**src/embs_pkg.sv**
```systemverilog
// package for the external memory bus sequencer
// Functional notes
// - address valid two periods before strobe falls
// - address held one period after strobe falls
// - port address lines stable whole cycle
// - program strobe low three periods on fetch
// - instruction captured before program strobe rises
// - read strobe three after latch, six long
// - write data two periods before write strobe
// - write data held two periods after strobe
// - port pins sampled at state5_phase2
// - port outputs updated end of state6_phase2
package embs_pkg;
    localparam int CLK_HZ          = 50_000_000;
    localparam int OSC_DIV         = 2;
    localparam logic [4:0] CYC_LEN = 5'h18;
    // positions in oscillator periods within a 24-period machine cycle
    localparam logic [4:0] ALE_RISE  = 5'h00;
    localparam logic [4:0] ALE_FALL  = 5'h02;
    localparam logic [4:0] ADDR_END  = 5'h03;
    localparam logic [4:0] PS_FALL   = 5'h04;
    localparam logic [4:0] PS_RISE   = 5'h07;
    localparam logic [4:0] PS_CAPT   = 5'h06;
    localparam logic [4:0] DS_FALL   = 5'h05;
    localparam logic [4:0] DS_RISE   = 5'h0b;
    localparam logic [4:0] RD_CAPT   = 5'h0a;
    localparam logic [4:0] WD_END    = 5'h0c;
    localparam logic [4:0] STATE5_PHASE2_POS  = 5'h13;
    localparam logic [4:0] STATE6_PHASE2_END  = 5'h17;
    localparam real FLASH_PULSE_US   = 300.0;
    localparam real FLASH_MIN_US     = 290.0;
    localparam real FLASH_MAX_US     = 310.0;
    localparam int FLASH_MIN_CYC     = int'(FLASH_MIN_US * real'(CLK_HZ) / 1.0e6);
    localparam int FLASH_MAX_CYC     = int'(FLASH_MAX_US * real'(CLK_HZ) / 1.0e6);
    typedef enum logic [1:0] {OP_FETCH, OP_READ, OP_WRITE, OP_IDLE} embs_op_type;
    typedef struct packed {
        embs_op_type op;
        logic [15:0] addr;
        logic [7:0]  wdata;
    } embs_req_type;
endpackage

```
**src/embs_sequencer.sv**
```systemverilog
// external memory bus sequencer top
`timescale 1ns/1ns
module embs_sequencer
    import embs_pkg::*;
#(
    parameter int FLASH_MIN = FLASH_MIN_CYC,
    parameter int FLASH_MAX = FLASH_MAX_CYC
) (
    input  wire logic         core_clk,
    input  wire logic         rst,
    input  wire embs_req_type req,
    input  wire logic         reqValid,
    output logic              reqReady,
    output logic [7:0]        rdData,
    output logic              rdValid,
    input  wire logic [7:0]   portOut,
    input  wire logic [7:0]   portPinIn,
    output logic [7:0]        portPinOut,
    output logic [7:0]        portSample,
    output logic              addrLatch,
    output logic              program_store_strobe_n,
    output logic              readStrobe_n,
    output logic              writeStrobe_n,
    output logic [7:0]        low_addr_data_port_out,
    output logic              low_addr_data_port_oe_n,
    input  wire logic [7:0]   low_addr_data_port_in,
    output logic [7:0]        high_addr_port,
    input  wire logic         resetPin,
    input  wire logic         latchPin,
    input  wire logic         storePin,
    input  wire logic         progPulsePin,
    output logic              flashMode,
    output logic              flashProgram,
    output logic              flashPulseBad
);
    logic              divCnt;
    logic [4:0]        phase;
    logic              tick;
    embs_req_type      cur;
    logic [7:0]        busSync1;
    logic [7:0]        busSync2;
    logic [7:0]        portSync1;
    logic [7:0]        portSync2;
    logic [3:0]        pinSync1;
    logic [3:0]        pinSync2;
    logic              pulsePrev;
    logic [15:0]       pulseCnt;
    logic              cycEnd;
    logic              inAddr;
    logic              inWrData;
    logic              psActive;
    logic              dsActive;
    logic              pulseEnd;
    logic              next_addrLatch;
    logic              next_progStrobe_n;
    logic              next_readStrobe_n;
    logic              next_writeStrobe_n;
    logic [7:0]        next_lowOut;
    logic              next_lowOe_n;
    logic              sampleHit;
    logic              updateHit;
    logic              pulseInWindow;

    // 50 MHz core divided to one oscillator period tick
    assign tick     = (divCnt == 1'(OSC_DIV - 1));
    assign cycEnd   = tick && (phase == CYC_LEN - 5'h01);
    assign reqReady = cycEnd;
    assign inAddr   = (cur.op != OP_IDLE) && (phase < ADDR_END);
    assign psActive = (cur.op == OP_FETCH) && (phase >= PS_FALL) && (phase < PS_RISE);
    assign dsActive = (phase >= DS_FALL) && (phase < DS_RISE);
    assign inWrData = (cur.op == OP_WRITE) && (phase >= ADDR_END) && (phase <= WD_END);
    assign sampleHit = tick && (phase == STATE5_PHASE2_POS);
    assign updateHit = tick && (phase == STATE6_PHASE2_END);

    // levels decoded here and only registered below, so every pin edge lags its period boundary by one core clock
    assign next_addrLatch     = (cur.op != OP_IDLE) && (phase < ALE_FALL);
    assign next_progStrobe_n  = !psActive;
    assign next_readStrobe_n  = !((cur.op == OP_READ) && dsActive);
    assign next_writeStrobe_n = !((cur.op == OP_WRITE) && dsActive);
    assign next_lowOut        = inAddr ? cur.addr[7:0] : cur.wdata;
    assign next_lowOe_n       = !(inAddr || inWrData);

    always_ff @(posedge core_clk) begin
        if (rst) begin
            divCnt <= 1'b0;
            phase  <= 5'h00;
        end else begin
            divCnt <= tick ? 1'b0 : divCnt + 1'b1;
            if (tick) begin
                phase <= cycEnd ? 5'h00 : phase + 5'h01;
            end
        end
    end

    // request latched only at cycle boundary so address ports stay put
    always_ff @(posedge core_clk) begin
        if (rst) begin
            cur <= '{op: OP_IDLE, addr: 16'h0000, wdata: 8'h00};
        end else if (cycEnd) begin
            cur <= reqValid ? req : '{op: OP_IDLE, addr: 16'h0000, wdata: 8'h00};
        end
    end

    // strobes registered from the period counter
    always_ff @(posedge core_clk) begin
        if (rst) begin
            addrLatch               <= 1'b0;
            program_store_strobe_n  <= 1'b1;
            readStrobe_n            <= 1'b1;
            writeStrobe_n           <= 1'b1;
            low_addr_data_port_out  <= 8'h00;
            low_addr_data_port_oe_n <= 1'b1;
            high_addr_port          <= 8'h00;
        end else begin
            addrLatch               <= next_addrLatch;
            program_store_strobe_n  <= next_progStrobe_n;
            readStrobe_n            <= next_readStrobe_n;
            writeStrobe_n           <= next_writeStrobe_n;
            low_addr_data_port_out  <= next_lowOut;
            low_addr_data_port_oe_n <= next_lowOe_n;
            high_addr_port          <= cur.addr[15:8];
        end
    end

    always_ff @(posedge core_clk) begin
        if (rst) begin
            busSync1  <= 8'h00;
            busSync2  <= 8'h00;
            portSync1 <= 8'h00;
            portSync2 <= 8'h00;
            pinSync1  <= 4'h0;
            pinSync2  <= 4'h0;
        end else begin
            busSync1  <= low_addr_data_port_in;
            busSync2  <= busSync1;
            portSync1 <= portPinIn;
            portSync2 <= portSync1;
            pinSync1  <= {resetPin, latchPin, storePin, progPulsePin};
            pinSync2  <= pinSync1;
        end
    end

    // sampling late in the strobe window covers the two-stage synchroniser delay
    always_ff @(posedge core_clk) begin
        if (rst) begin
            rdData  <= 8'h00;
            rdValid <= 1'b0;
        end else begin
            rdValid <= 1'b0;
            if (tick && (((cur.op == OP_FETCH) && (phase == PS_CAPT)) ||
                         ((cur.op == OP_READ) && (phase == RD_CAPT)))) begin
                rdData  <= busSync2;
                rdValid <= 1'b1;
            end
        end
    end

    always_ff @(posedge core_clk) begin
        if (rst) begin
            portSample <= 8'h00;
            portPinOut <= 8'hff;
        end else begin
            if (sampleHit) begin
                portSample <= portSync2;
            end
            if (updateHit) begin
                portPinOut <= portOut;
            end
        end
    end

    // flash mode only while pins hold the entry levels
    assign flashMode = pinSync2[3] && !pinSync2[2] && pinSync2[1];
    assign pulseEnd  = pulsePrev && !pinSync2[0];
    assign pulseInWindow = (32'(pulseCnt) >= FLASH_MIN) && (32'(pulseCnt) <= FLASH_MAX);

    always_ff @(posedge core_clk) begin
        if (rst) begin
            pulsePrev     <= 1'b0;
            pulseCnt      <= 16'h0000;
            flashProgram  <= 1'b0;
            flashPulseBad <= 1'b0;
        end else begin
            pulsePrev    <= pinSync2[0] && flashMode;
            flashProgram <= 1'b0;
            if (pinSync2[0] && flashMode) begin
                pulseCnt <= (pulseCnt == 16'hffff) ? pulseCnt : pulseCnt + 16'h0001;
            end else begin
                pulseCnt <= 16'h0000;
            end
            if (pulseEnd) begin
                // pulse outside window is flagged, not written
                flashProgram  <= pulseInWindow;
                flashPulseBad <= !pulseInWindow;
            end
        end
    end

    AST_ALE_WIDTH: assert property (@(posedge core_clk) disable iff (rst)
        $rose(addrLatch) |-> addrLatch [*4] ##1 !addrLatch)
        else $error("latch strobe width wrong");
    AST_ADDR_HOLD: assert property (@(posedge core_clk) disable iff (rst)
        $fell(addrLatch) |-> !low_addr_data_port_oe_n [*2])
        else $error("address not held after latch fall");
    AST_PS_WIDTH: assert property (@(posedge core_clk) disable iff (rst)
        $fell(program_store_strobe_n) |-> !program_store_strobe_n [*6] ##1 program_store_strobe_n)
        else $error("program strobe width wrong");
    AST_PS_AFTER_ALE: assert property (@(posedge core_clk) disable iff (rst)
        $fell(addrLatch) |-> program_store_strobe_n [*4])
        else $error("program strobe too early");
    AST_CAPT_BEFORE_PS: assert property (@(posedge core_clk) disable iff (rst)
        $rose(program_store_strobe_n) |-> $past(rdValid))
        else $error("fetch not captured before strobe rise");
    AST_RD_POS: assert property (@(posedge core_clk) disable iff (rst)
        $fell(readStrobe_n) |-> $past(addrLatch, 7) && !$past(addrLatch, 6))
        else $error("read strobe misplaced");
    AST_RD_WIDTH: assert property (@(posedge core_clk) disable iff (rst)
        $fell(readStrobe_n) |-> ##11 !readStrobe_n ##1 readStrobe_n)
        else $error("read strobe width wrong");
    AST_WR_SETUP: assert property (@(posedge core_clk) disable iff (rst)
        $fell(writeStrobe_n) |-> !$past(low_addr_data_port_oe_n, 2))
        else $error("write data setup short");
    AST_WR_HOLD: assert property (@(posedge core_clk) disable iff (rst)
        $rose(writeStrobe_n) |-> !low_addr_data_port_oe_n [*2])
        else $error("write data hold short");
    AST_HIGH_STABLE: assert property (@(posedge core_clk) disable iff (rst)
        !(tick && phase == CYC_LEN - 5'h01) && !$past(cycEnd) |-> ##1 $stable(high_addr_port))
        else $error("high address changed mid cycle");
    AST_FLASH_MODE: assert property (@(posedge core_clk) disable iff (rst)
        flashProgram |-> $past(flashMode, 2))
        else $error("program outside flash mode");

    // bus cycle shape
    AST_ADDR_SETUP: assert property (@(posedge core_clk) disable iff (rst)
        $fell(addrLatch) |-> !$past(low_addr_data_port_oe_n, 3) && ($past(low_addr_data_port_out, 3) == cur.addr[7:0]))
        else $error("address setup short");
    AST_ADDR_STEADY: assert property (@(posedge core_clk) disable iff (rst)
        $fell(addrLatch) |-> (low_addr_data_port_out == cur.addr[7:0]) [*2])
        else $error("address changed after latch fall");
    AST_ALE_IDLE: assert property (@(posedge core_clk) disable iff (rst)
        addrLatch |-> (cur.op != OP_IDLE))
        else $error("latch strobe in idle cycle");
    AST_PS_FETCH_ONLY: assert property (@(posedge core_clk) disable iff (rst)
        !program_store_strobe_n |-> (cur.op == OP_FETCH))
        else $error("program strobe outside fetch");
    AST_STROBE_EXCL: assert property (@(posedge core_clk) disable iff (rst)
        $onehot0({!program_store_strobe_n, !readStrobe_n, !writeStrobe_n}))
        else $error("two strobes low together");
    AST_RD_BUS_FREE: assert property (@(posedge core_clk) disable iff (rst)
        !readStrobe_n |-> low_addr_data_port_oe_n)
        else $error("bus driven during read");
    AST_WR_POS: assert property (@(posedge core_clk) disable iff (rst)
        $fell(writeStrobe_n) |-> $past(addrLatch, 7) && !$past(addrLatch, 6))
        else $error("write strobe misplaced");
    AST_WR_WIDTH: assert property (@(posedge core_clk) disable iff (rst)
        $fell(writeStrobe_n) |-> ##11 !writeStrobe_n ##1 writeStrobe_n)
        else $error("write strobe width wrong");
    AST_WR_DATA: assert property (@(posedge core_clk) disable iff (rst)
        !writeStrobe_n |-> !low_addr_data_port_oe_n && (low_addr_data_port_out == cur.wdata))
        else $error("write data wrong under strobe");
    AST_WR_DATA_HOLD: assert property (@(posedge core_clk) disable iff (rst)
        $rose(writeStrobe_n) |-> (low_addr_data_port_out == cur.wdata) [*2])
        else $error("write data changed after strobe");
    AST_HIGH_VALUE: assert property (@(posedge core_clk) disable iff (rst)
        rdValid |-> (high_addr_port == cur.addr[15:8]))
        else $error("high address wrong at capture");
    AST_REQ_TAKE: assert property (@(posedge core_clk) disable iff (rst)
        cycEnd && reqValid |=> (cur == $past(req)))
        else $error("request not taken at cycle end");

    // capture, port and flash timing
    AST_REQ_IDLE: assert property (@(posedge core_clk) disable iff (rst)
        cycEnd && !reqValid |=> (cur.op == OP_IDLE))
        else $error("cycle not idle without request");
    AST_IDLE_QUIET: assert property (@(posedge core_clk) disable iff (rst)
        (cur.op == OP_IDLE) && (phase != 5'h00) |-> !addrLatch && low_addr_data_port_oe_n)
        else $error("bus active in idle cycle");
    AST_FETCH_CAPT: assert property (@(posedge core_clk) disable iff (rst)
        rdValid && (cur.op == OP_FETCH) |-> !program_store_strobe_n)
        else $error("fetch captured outside strobe");
    AST_RD_CAPT: assert property (@(posedge core_clk) disable iff (rst)
        rdValid && (cur.op == OP_READ) |-> !readStrobe_n)
        else $error("read captured outside strobe");
    AST_PORT_SAMPLE: assert property (@(posedge core_clk) disable iff (rst)
        sampleHit |=> (portSample == $past(portSync2)))
        else $error("port pins not sampled");
    AST_PORT_SAMPLE_HOLD: assert property (@(posedge core_clk) disable iff (rst)
        !sampleHit |=> $stable(portSample))
        else $error("port sample changed off its slot");
    AST_PORT_UPDATE: assert property (@(posedge core_clk) disable iff (rst)
        updateHit |=> (portPinOut == $past(portOut)))
        else $error("port output not updated");
    AST_PORT_UPDATE_HOLD: assert property (@(posedge core_clk) disable iff (rst)
        !updateHit |=> $stable(portPinOut))
        else $error("port output changed off its slot");
    AST_TICK_PERIOD: assert property (@(posedge core_clk) disable iff (rst)
        tick |=> !tick)
        else $error("period tick too dense");
    AST_PHASE_RANGE: assert property (@(posedge core_clk) disable iff (rst)
        phase < CYC_LEN)
        else $error("period counter out of range");
    AST_PROG_PULSE: assert property (@(posedge core_clk) disable iff (rst)
        $rose(flashProgram) |=> !flashProgram)
        else $error("program pulse longer than one cycle");

endmodule // embs_sequencer

```
**config.mk**
```make
export PLATFORM = sky130hd
export DESIGN_NAME = embs_sequencer
export DESIGN_NICKNAME = d
export VERILOG_FILES = /design/src/embs_pkg.sv /design/src/embs_sequencer.sv
export SDC_FILE = /design/constraint.sdc
export NUM_CORES = 1
export LEC_CHECK = 0
export ABC_AREA = 1
export BUFFER_PORTS_ARGS = -buffer_cell sky130_fd_sc_hd__buf_2
export CAP_MARGIN = 25
export CORE_MARGIN = 2
export CORE_UTILIZATION = 45
export CTS_CLUSTER_DIAMETER = 50
export DETAILED_ROUTE_END_ITERATION = 7
export PLACE_DENSITY = 0.8
export SYNTH_ARGS = -nofsm -noshare
export SYNTH_HDL_FRONTEND = slang
export SYNTH_SLANG_ARGS = --single-unit
```
**constraint.sdc**
```tcl
create_clock -name core_clk -period 2.8 [get_ports core_clk]
set_clock_uncertainty 0.15 [all_clocks]
set_input_delay 0.28 -clock core_clk [delete_from_list [all_inputs] [get_ports core_clk]]
set_output_delay 0.28 -clock core_clk [all_outputs]
set_load 0.02 [all_outputs]
```
### Yosys cells after proc, flatten, opt, wreduce, memory -nomap -nowiden

Cells that the tools add are included.

| word-level totals | value |
|---|---|
| output and inout bits | 50 |
| bits in registers | 137 |
| ROM bits | 0 |
| input bits | 57 |
| memories | 0 |
| logic and storage cells | 85 |
| RAM bits | 0 |
| bits in latches | 0 |

| cells by class | value |
|---|---|
| divide/modulo/power cells | 0 |
| reductions and logical operators | 32 |
| muxes and demuxes | 4 |
| multipliers | 0 |
| magnitude comparators | 10 |
| add/sub/neg operators | 3 |
| shift-type cells | 0 |
| bitwise operators | 2 |
| equal/unequal tests | 8 |

Operator list:

| operator | count |
|---|---|
| 26-bit 2-to-1 mux | 1 |
| 1-bit logical AND | 19 |
| 16-bit by 1-bit adder with 16-bit output (second input constant) | 1 |
| 16-bit equality test (second input constant) | 1 |
| 16-bit by 14-bit >= comparator with 1-bit output (second input constant) | 1 |
| 16-bit by 14-bit <= comparator with 1-bit output (second input constant) | 1 |
| 5-bit equality test (second input constant) | 2 |
| 5-bit by 3-bit >= comparator with 1-bit output (second input constant) | 2 |
| 5-bit by 2-bit less-than comparator with 1-bit output (second input constant) | 2 |
| 8-bit 2-to-1 mux | 1 |
| 1-bit zero test | 7 |
| 2-bit OR reduction | 3 |
| 5-bit by 1-bit adder with 5-bit output (second input constant) | 1 |
| 5-bit by 3-bit equality test with 1-bit output (second input constant) | 1 |
| 5-bit by 4-bit equality test with 1-bit output (second input constant) | 1 |
| 5-bit by 2-bit >= comparator with 1-bit output (second input constant) | 1 |
| 5-bit by 4-bit <= comparator with 1-bit output (second input constant) | 1 |
| 5-bit by 3-bit less-than comparator with 1-bit output (second input constant) | 1 |
| 5-bit by 4-bit less-than comparator with 1-bit output (second input constant) | 1 |
| 5-bit 2-to-1 mux | 1 |
| 2-bit by 1-bit equality test with 1-bit output (second input constant) | 1 |
| 2-bit equality test (second input constant) | 1 |
| 2-bit zero test | 1 |
| 1-bit logical OR | 2 |
| other kinds (4) | 5 |

### Longest topological paths before layout

Gate-level depths: netlist of run 1.

| depth | value |
|---|---|
| depth after elaboration | 6 |
| mapped depth | 10 |
| gate-level depth less buffers | 9 |

### Least setup slack after synthesis of run 1

OpenSTA, ideal clock, no wires.

| timing | value |
|---|---|
| path kind | reg-to-output |
| from | reg phase[1] |
| to | out reqReady |
| arrival | 1.138 ns |
| stages on the path, launching flop included | 7 |
| buffers on the path | 1 |
| path slack | 1.232 ns |
| data required time | 2.370 ns |
| path through | dfxtp_1 > ha_1 > nand2_1 > nor2_2 > nand3_2 > inv_2 > buf_4 |

| on the way | value |
|---|---|
| longest elaborated chain between the ends | 2 |

Ends and longest elaborated chain:

| what | RTL line | text |
|---|---|---|
| start, declared | embs_sequencer.sv:37 | `logic [4:0] phase;` |
| start signal, assigned | embs_sequencer.sv:90 | `phase <= cycEnd ? 5'h00 : phase + 5'h01;` |
| 5-bit equality test | embs_sequencer.sv:66 | `assign cycEnd = tick && (phase == CYC_LEN - 5'h01);` |
| 1-bit logical AND | embs_sequencer.sv:66 |  |
| end, declared | embs_sequencer.sv:13 | `output logic reqReady,` |

Every way passes these cells.

### Final worst setup path of run 1

Same ends and word-level chain as after synthesis.

==> results of run 1 <==
==> per-stage QoR <==
step                util (%)  area (um2)  total power, mW  instances  setup slack, ns
floorplan                  -        5005            2.093        640            1.232
CTS                    62.79        6807            4.358        958           0.3645
global placement       51.95        5632            2.150        867           0.9205
detailed placement     51.95        5632            2.153        867           0.8092
finish                 62.79        6807            4.326        958           0.3684
global route           62.79        6807            4.463        958           0.2508
==> logic make-up after synthesis <==
family	Yosys count	synth area share, %
buffers and inverters	116	9.150
AO/OA/AOI/OAI	79	8.325
flip-flops	137	54.80
XOR/XNOR	1	0.1750
AND/OR/NAND/NOR	301	26.05
adder cells (fa/ha/maj)	6	1.500
==> synth_stat cells (all sizes together) <==
cell / number
dfxtp: 137
nor2: 117
nand2: 110
inv: 92
nand3: 62
o21ai: 53
a21oi: 15
clkbuf: 13
buf: 10
a31oi: 8
ha: 6
nand4: 5
nor3: 4
a211oi: 1
a21o: 1
clkinv: 1
nand3b: 1
nor4: 1
o211ai: 1
or3: 1
xor2: 1
==> layout by cell type (no fill, tap or decap), types with 3 or more instances in the layout <==
cell,n
nand2_2,3
inv_6,4
inv_2,4
dlygate4sd3_1,60
nor3_1,3
a31oi_1,8
clkbuf_16,16
dfxtp_1,137
nand3_1,60
nand4_1,4
clkinvlp_4,4
inv_1,88
buf_2,106
o21ai_1,8
buf_4,4
nand2_1,106
nor2_1,112
nor2_4,3
a21oi_1,15
ha_1,6
o21ai_0,44
==> sequential cells by signal, indices dropped and copies added (netlist names), 4 cells and up <==
register                cells
busSync1                    8
busSync2                    8
cur                        26
high_addr_port              8
low_addr_data_port_out      8
phase                       5
pinSync1                    4
pinSync2                    4
portPinOut                  8
portSample                  8
portSync1                   8
portSync2                   8
pulseCnt                   16
rdData                      8
==> area by class of cell <==
| type | count | area (um2) | share of cell area [%] |
|---|---|---|---|
| repair buffers | 170 | 1161 | 17.06 |
| inverters | 93 | 349.1 | 5.129 |
| well taps | 140 | 175.2 | 2.574 |
| clock buffers | 19 | 431.7 | 6.342 |
| clock inverters | 12 | 142.6 | 2.096 |
| multi-input cells | 387 | 1804 | 26.51 |
| flip-flops and latches | 137 | 2743 | 40.29 |
==> path summary, 6_finish.rpt <==
check | startpoint | end
setup reg to reg | phase[1] | cur[25]
hold reg to reg | portSync1[1] | portSync2[1]
hold / removal | reqValid | cur[19]
setup / recovery | phase[1] | reqReady
==> power breakdown <==
| group | switching (mW) | total (mW) | internal (mW) |
|---|---|---|---|
| registers | 0.0127 | 1.99 | 1.98 |
| logic | 0.0829 | 0.184 | 0.101 |
| clock network | 0.850 | 2.15 | 1.30 |
==> per-layer routing <==
layer,routed length [um],vias to the layer above,track usage [%],part of all wire [%]
met1,5247,2071,24.08,44
met2,5916,119,34.74,50
met5,0,-,0,0
li1,-,2335,-,-
met4,108,0,7.595,0.91
met3,592,13,5.157,5.0
==> worst max-delay path, stage by stage (launching register included) <==
cell	delay, ns
dfxtp_1	0.44
ha_1	0.21
nand2_1	0.08
nor2_2	0.15
nand3_2	0.10
inv_2	0.29
buf_2	0.24
==> metrics.txt, run 1 <==
first-pass GRT wire length=about 19 mm; Worst Path Max Fanout=20; largest net degree at the start of global routing=48; DRC viols=0; core area=approximately 0.011 mm2; R2R setup slack=about 0.44 ns; Setup CP Type=reg2out; Yosys top cell by area=dfxtp_1; Arrival @ worst endpoint=2.00 ns; vias=4,538; postcts setup bufs=0; drt pass-1 iters=5; clock transition at the registers of the reported paths=approximately 0.06 ns; WHS Path Cells=5; part of the cycle the worst path needs=86.84%; max_cap viols=0; Synth top area share=~55%; PD cells=roughly 640 mW/mm2; Worst Reg-to-Reg Cells=8; synth top area cells=dfxtp_1, nor2_1, nand2_1, inv_1, nand3_1; # rows=38; Fin Hold WS=around 0.097 ns; number of global-route vias before repair=~4,300; minimum clock period=2.432 ns; Synth Instances=640; Synthesized Nets=about 700; Fillers=925; register area share after synthesis=a little over half; Clock Latency Late Sink=about 0.5 ns; Netlist cell types=35; dpl hpwl=7.482 mm; fmax=0.4113 GHz; Starting Density=46.17%; root buf cell=clkbuf_8; synthesis-stage register bit count=about 140; syn_area_per_cell=7.820 um2; RSZ-0062 raised after global routing=no; area delta synth->final=36.00%; Layout Nets=about 870; post_cts resized=0; status=completed; setup violators final=0; Syn. warnings=0; TritonCTS buffer count=17; relative slew slack=68.40%; Hold WC Path Type=in2reg; clock sink count=around 140; initial antenna violation count=0; IO Pins=around 110; final count of hold timing violations=0; Mapped Area=roughly 0.005 mm2; Worst Setup Start Kind=flop; Ant. Diodes=0; Antenna Violating Nets Remaining=0; drt initial violations=206; Worst EP required=around 2.4 ns; Leak=between 3 and 4 nW; VDD IR max=487.9 uV; Slew Viols, Final=0; final wirelength=11.86 mm; Die ar.=approximately 0.012 mm2; Worst-Margin Slew=about 0.47 ns; H-tree depth=4; GRT Overall Usage=between 20% and 30%; post-cts hold buffer count=60; Buffers on Ports=106; die width=~110 um; routability congestion estimate=between 0.9 and 1; DR vias/cell=roughly 4.7; Critical Path End Type=output port; setup tns final=0 ns; CTS Buffer Depth=2; Die Y=109.5 um; CTS tree=yes; share of cells above drive strength 1=19.32%; Wirelength per Cell=roughly 12 um; GRT overflow=0
No activity file was read; power rests on OpenSTA's default activity.
==> run 2: changes to the inputs <==
- ABC_AREA: 1 -> not set
==> metrics.txt, run 2 <==
clock transition at the registers of the reported paths=0.06 ns (about the same); Clock Latency Late Sink=0.51 ns (about the same); synthesis-stage register bit count=137 (unchanged); Starting Density=46.50% (+0.34 points); Fillers=769 (-17%); Die Y=107.3 um (-2.0%); Yosys top cell by area=dfxtp_1; Post-DP Area=0.005375 mm2 (-4.6%); dpl hpwl=6.443 mm (-14%); Synth top cells by count=dfxtp_1, nor2b_1, nor2_1; IO Pins=107 (unchanged); Synthesized Nets=525 (-25%); share of cells above drive strength 1=23.33% (+4.0 points); die width=107.3 um (-2.0%); commonest cells after routing, fill and taps aside=dfxtp_1, buf_2, dlygate4sd3_1; H-tree depth=4 (unchanged); Worst-Margin Slew=0.7731 ns (+0.3004 ns); Hold Crit Endpoint=portSync2[7]; R2R setup slack=0.32 ns (-0.12 ns); Syn. warnings=0 (unchanged); Leak=2.840 nW (-7.8%); Synth Instances=462 (-28%); Buffers on Ports=106 (unchanged); core area=0.01032 mm2 (-4.8%); setup tns final=0 ns (unchanged); first-pass GRT wire length=17.22 mm (-8.8%); setup violators final=0 (unchanged); drt pass-1 iters=6 (+1); DRC viols=0 (unchanged); Worst EP required=2.37 ns (about the same); Worst Reg-to-Reg Cells=7 (-1); final wirelength=10.51 mm (-11%); Arrival @ worst endpoint=2.16 ns (+0.16 ns); syn_area_per_cell=10.39 um2 (+33%); area delta synth->final=35.42%; RSZ-0062 raised after global routing=no; vias=3,926 (-13%); reg2reg end=cur[22]; max_cap viols=0 (unchanged); number of global-route vias before repair=3,808 (-11%); largest net degree at the start of global routing=75 (+56%); routability congestion estimate=0.9071 (about the same); GRT Overall Usage=19.02% (-1.1 points); Antenna Violating Nets Remaining=0 (unchanged); Mapped Area=0.004801 mm2 (-4.1%); final count of hold timing violations=0 (unchanged); register area share after synthesis=57.13% (+2.3 points); PD cells=652.1 mW/mm2 (+2.6%); part of the cycle the worst path needs=92.67% (+5.8 points); Slew Viols, Final=0 (unchanged); R2R Path Start=phase[0]; Netlist cell types=52 (+49%); max FFs per register=26 (unchanged); relative slew slack=48.41% (-20 points); Worst Setup Slack, final=0.2053 ns (-0.1632 ns); largest registers=cur x26, pulseCnt x16; GRT overflow=0 (unchanged); Final Cell Area=0.006501 mm2 (-4.5%); WHS Path Cells=1 (-4); Layout Nets=681 (-22%); # rows=37 (-2.6%); Crit path largest cell delay=0.46 ns (+0.02 ns); Hold WC Path Type=reg2reg; Worst Path Max Fanout=19 (-5.0%); DR vias/cell=5.125 (+8.2%); Top reg by flops=cur; Worst Hold Launch=portSync1[7]; Wirelength per Cell=13.72 um (+11%); most common flop cell mapped by yosys=dfxtp_1; most common cell after layout, fill and taps aside=dfxtp_1; crit path cell chain=ha_1 -> and2_1 -> nand3_4 -> inv_2 -> buf_2; Ant. Diodes=0 (unchanged); minimum clock period=2.595 ns (+0.1632 ns); status=completed; synth top area cells=dfxtp_1, nor2b_1, mux2i_1, a22o_1, nor2_1; Synth top area share=57.13% (+2.3 points); Crit-path slowest cell=dfxtp_1; clock sink count=137 (unchanged); Setup CP Type=reg2out; Async SR Flop Fraction=0% (unchanged); Critical Path End Type=output port; CTS tree=yes; drt initial violations=241 (+17%); initial antenna violation count=0 (unchanged); fmax=0.3854 GHz (-6.3%); TritonCTS buffer count=17 (unchanged); EDFF count, synth=0 (unchanged); VDD IR max=347.3 uV (-29%); Worst Setup Start Kind=flop; Setup Slack @ Placement=0.4774 ns (-0.3318 ns); most common cell in the netlist=dfxtp_1; root buf cell=clkbuf_8; Die ar.=0.01151 mm2 (-3.9%); CTS Buffer Depth=2 (unchanged)
## run 2: worst max path at each step
stage / start / to / slack, ns / cells past startpoint
floorplan: phase[0] / cur[20] / 0.90 / 9
global placement: phase[0] / cur[25] / 0.58 / 6
detailed placement: phase[0] / cur[25] / 0.48 / 6
CTS: phase[0] / reqReady / 0.20 / 5
global route: phase[0] / reqReady / 0.01 / 5
finish: phase[0] / reqReady / 0.21 / 5
## run 2: repair_timing
item | CTS | global route
buffers inserted | 0 | 0
hold buffers | 56 | 0
gates resized for setup | 0 | 0
hold endpoints to repair | 59 | 0
## run 2: area by class of cell
class	count	area, um2	share of cell area [%]
Sequential cell	137	2743	42.19
Clock inverter	13	147.6	2.271
Clock buffer	18	417.9	6.428
Tap cell	136	170.2	2.617
Inverter	11	41.29	0.6351
Timing Repair Buffer	166	1121	17.24
Multi-Input combinational cell	285	1861	28.62
## run 2: per-stage QoR
step	util, %	hold slack (ns)	total power, mW	instances
after detailed placement	52.07	0.2760	2.132	679
after floorplan	-	0.2543	2.078	462
after global routing	62.97	0.3016	4.403	766
after global placement	52.07	0.2646	2.127	679
final	62.97	0.2852	4.240	766
after CTS	62.97	0.2873	4.272	766
## run 2: report_power, final
part	internal, mW	switching (mW)	total (mW)
Combinational	0.0980	0.0607	0.159
Sequential	1.98	0.0115	1.99
Clock	1.27	0.820	2.09
## run 2: cells by family after synthesis
family,Yosys count,synth area share (%)
compound gates,64,9.851
xor+xnor,5,0.9121
fa+ha+maj,6,1.564
buf+inv,40,4.118
flops,137,57.13
mux,26,5.421
simple gates,184,21.01
## run 2: routing by layer
| metal | vias up | share of wire (%) | GRT usage [%] |
|---|---|---|---|
| met1 | 1823 | 41 | 21.82 |
| met5 | - | 0 | 0 |
| met4 | 0 | 2.0 | 9.184 |
| li1 | 1912 | - | - |
| met2 | 165 | 50 | 31.96 |
| met3 | 26 | 6.6 | 6.114 |
## run 2: critical path, delay by kind of cell (launching register included)
| family | cells | cell delay (ns) |
|---|---|---|
| AND/OR/NAND/NOR | 2 | 0.51 |
| flip-flops | 1 | 0.46 |
| buffers and inverters | 2 | 0.48 |
| adder cells (fa/ha/maj) | 1 | 0.19 |
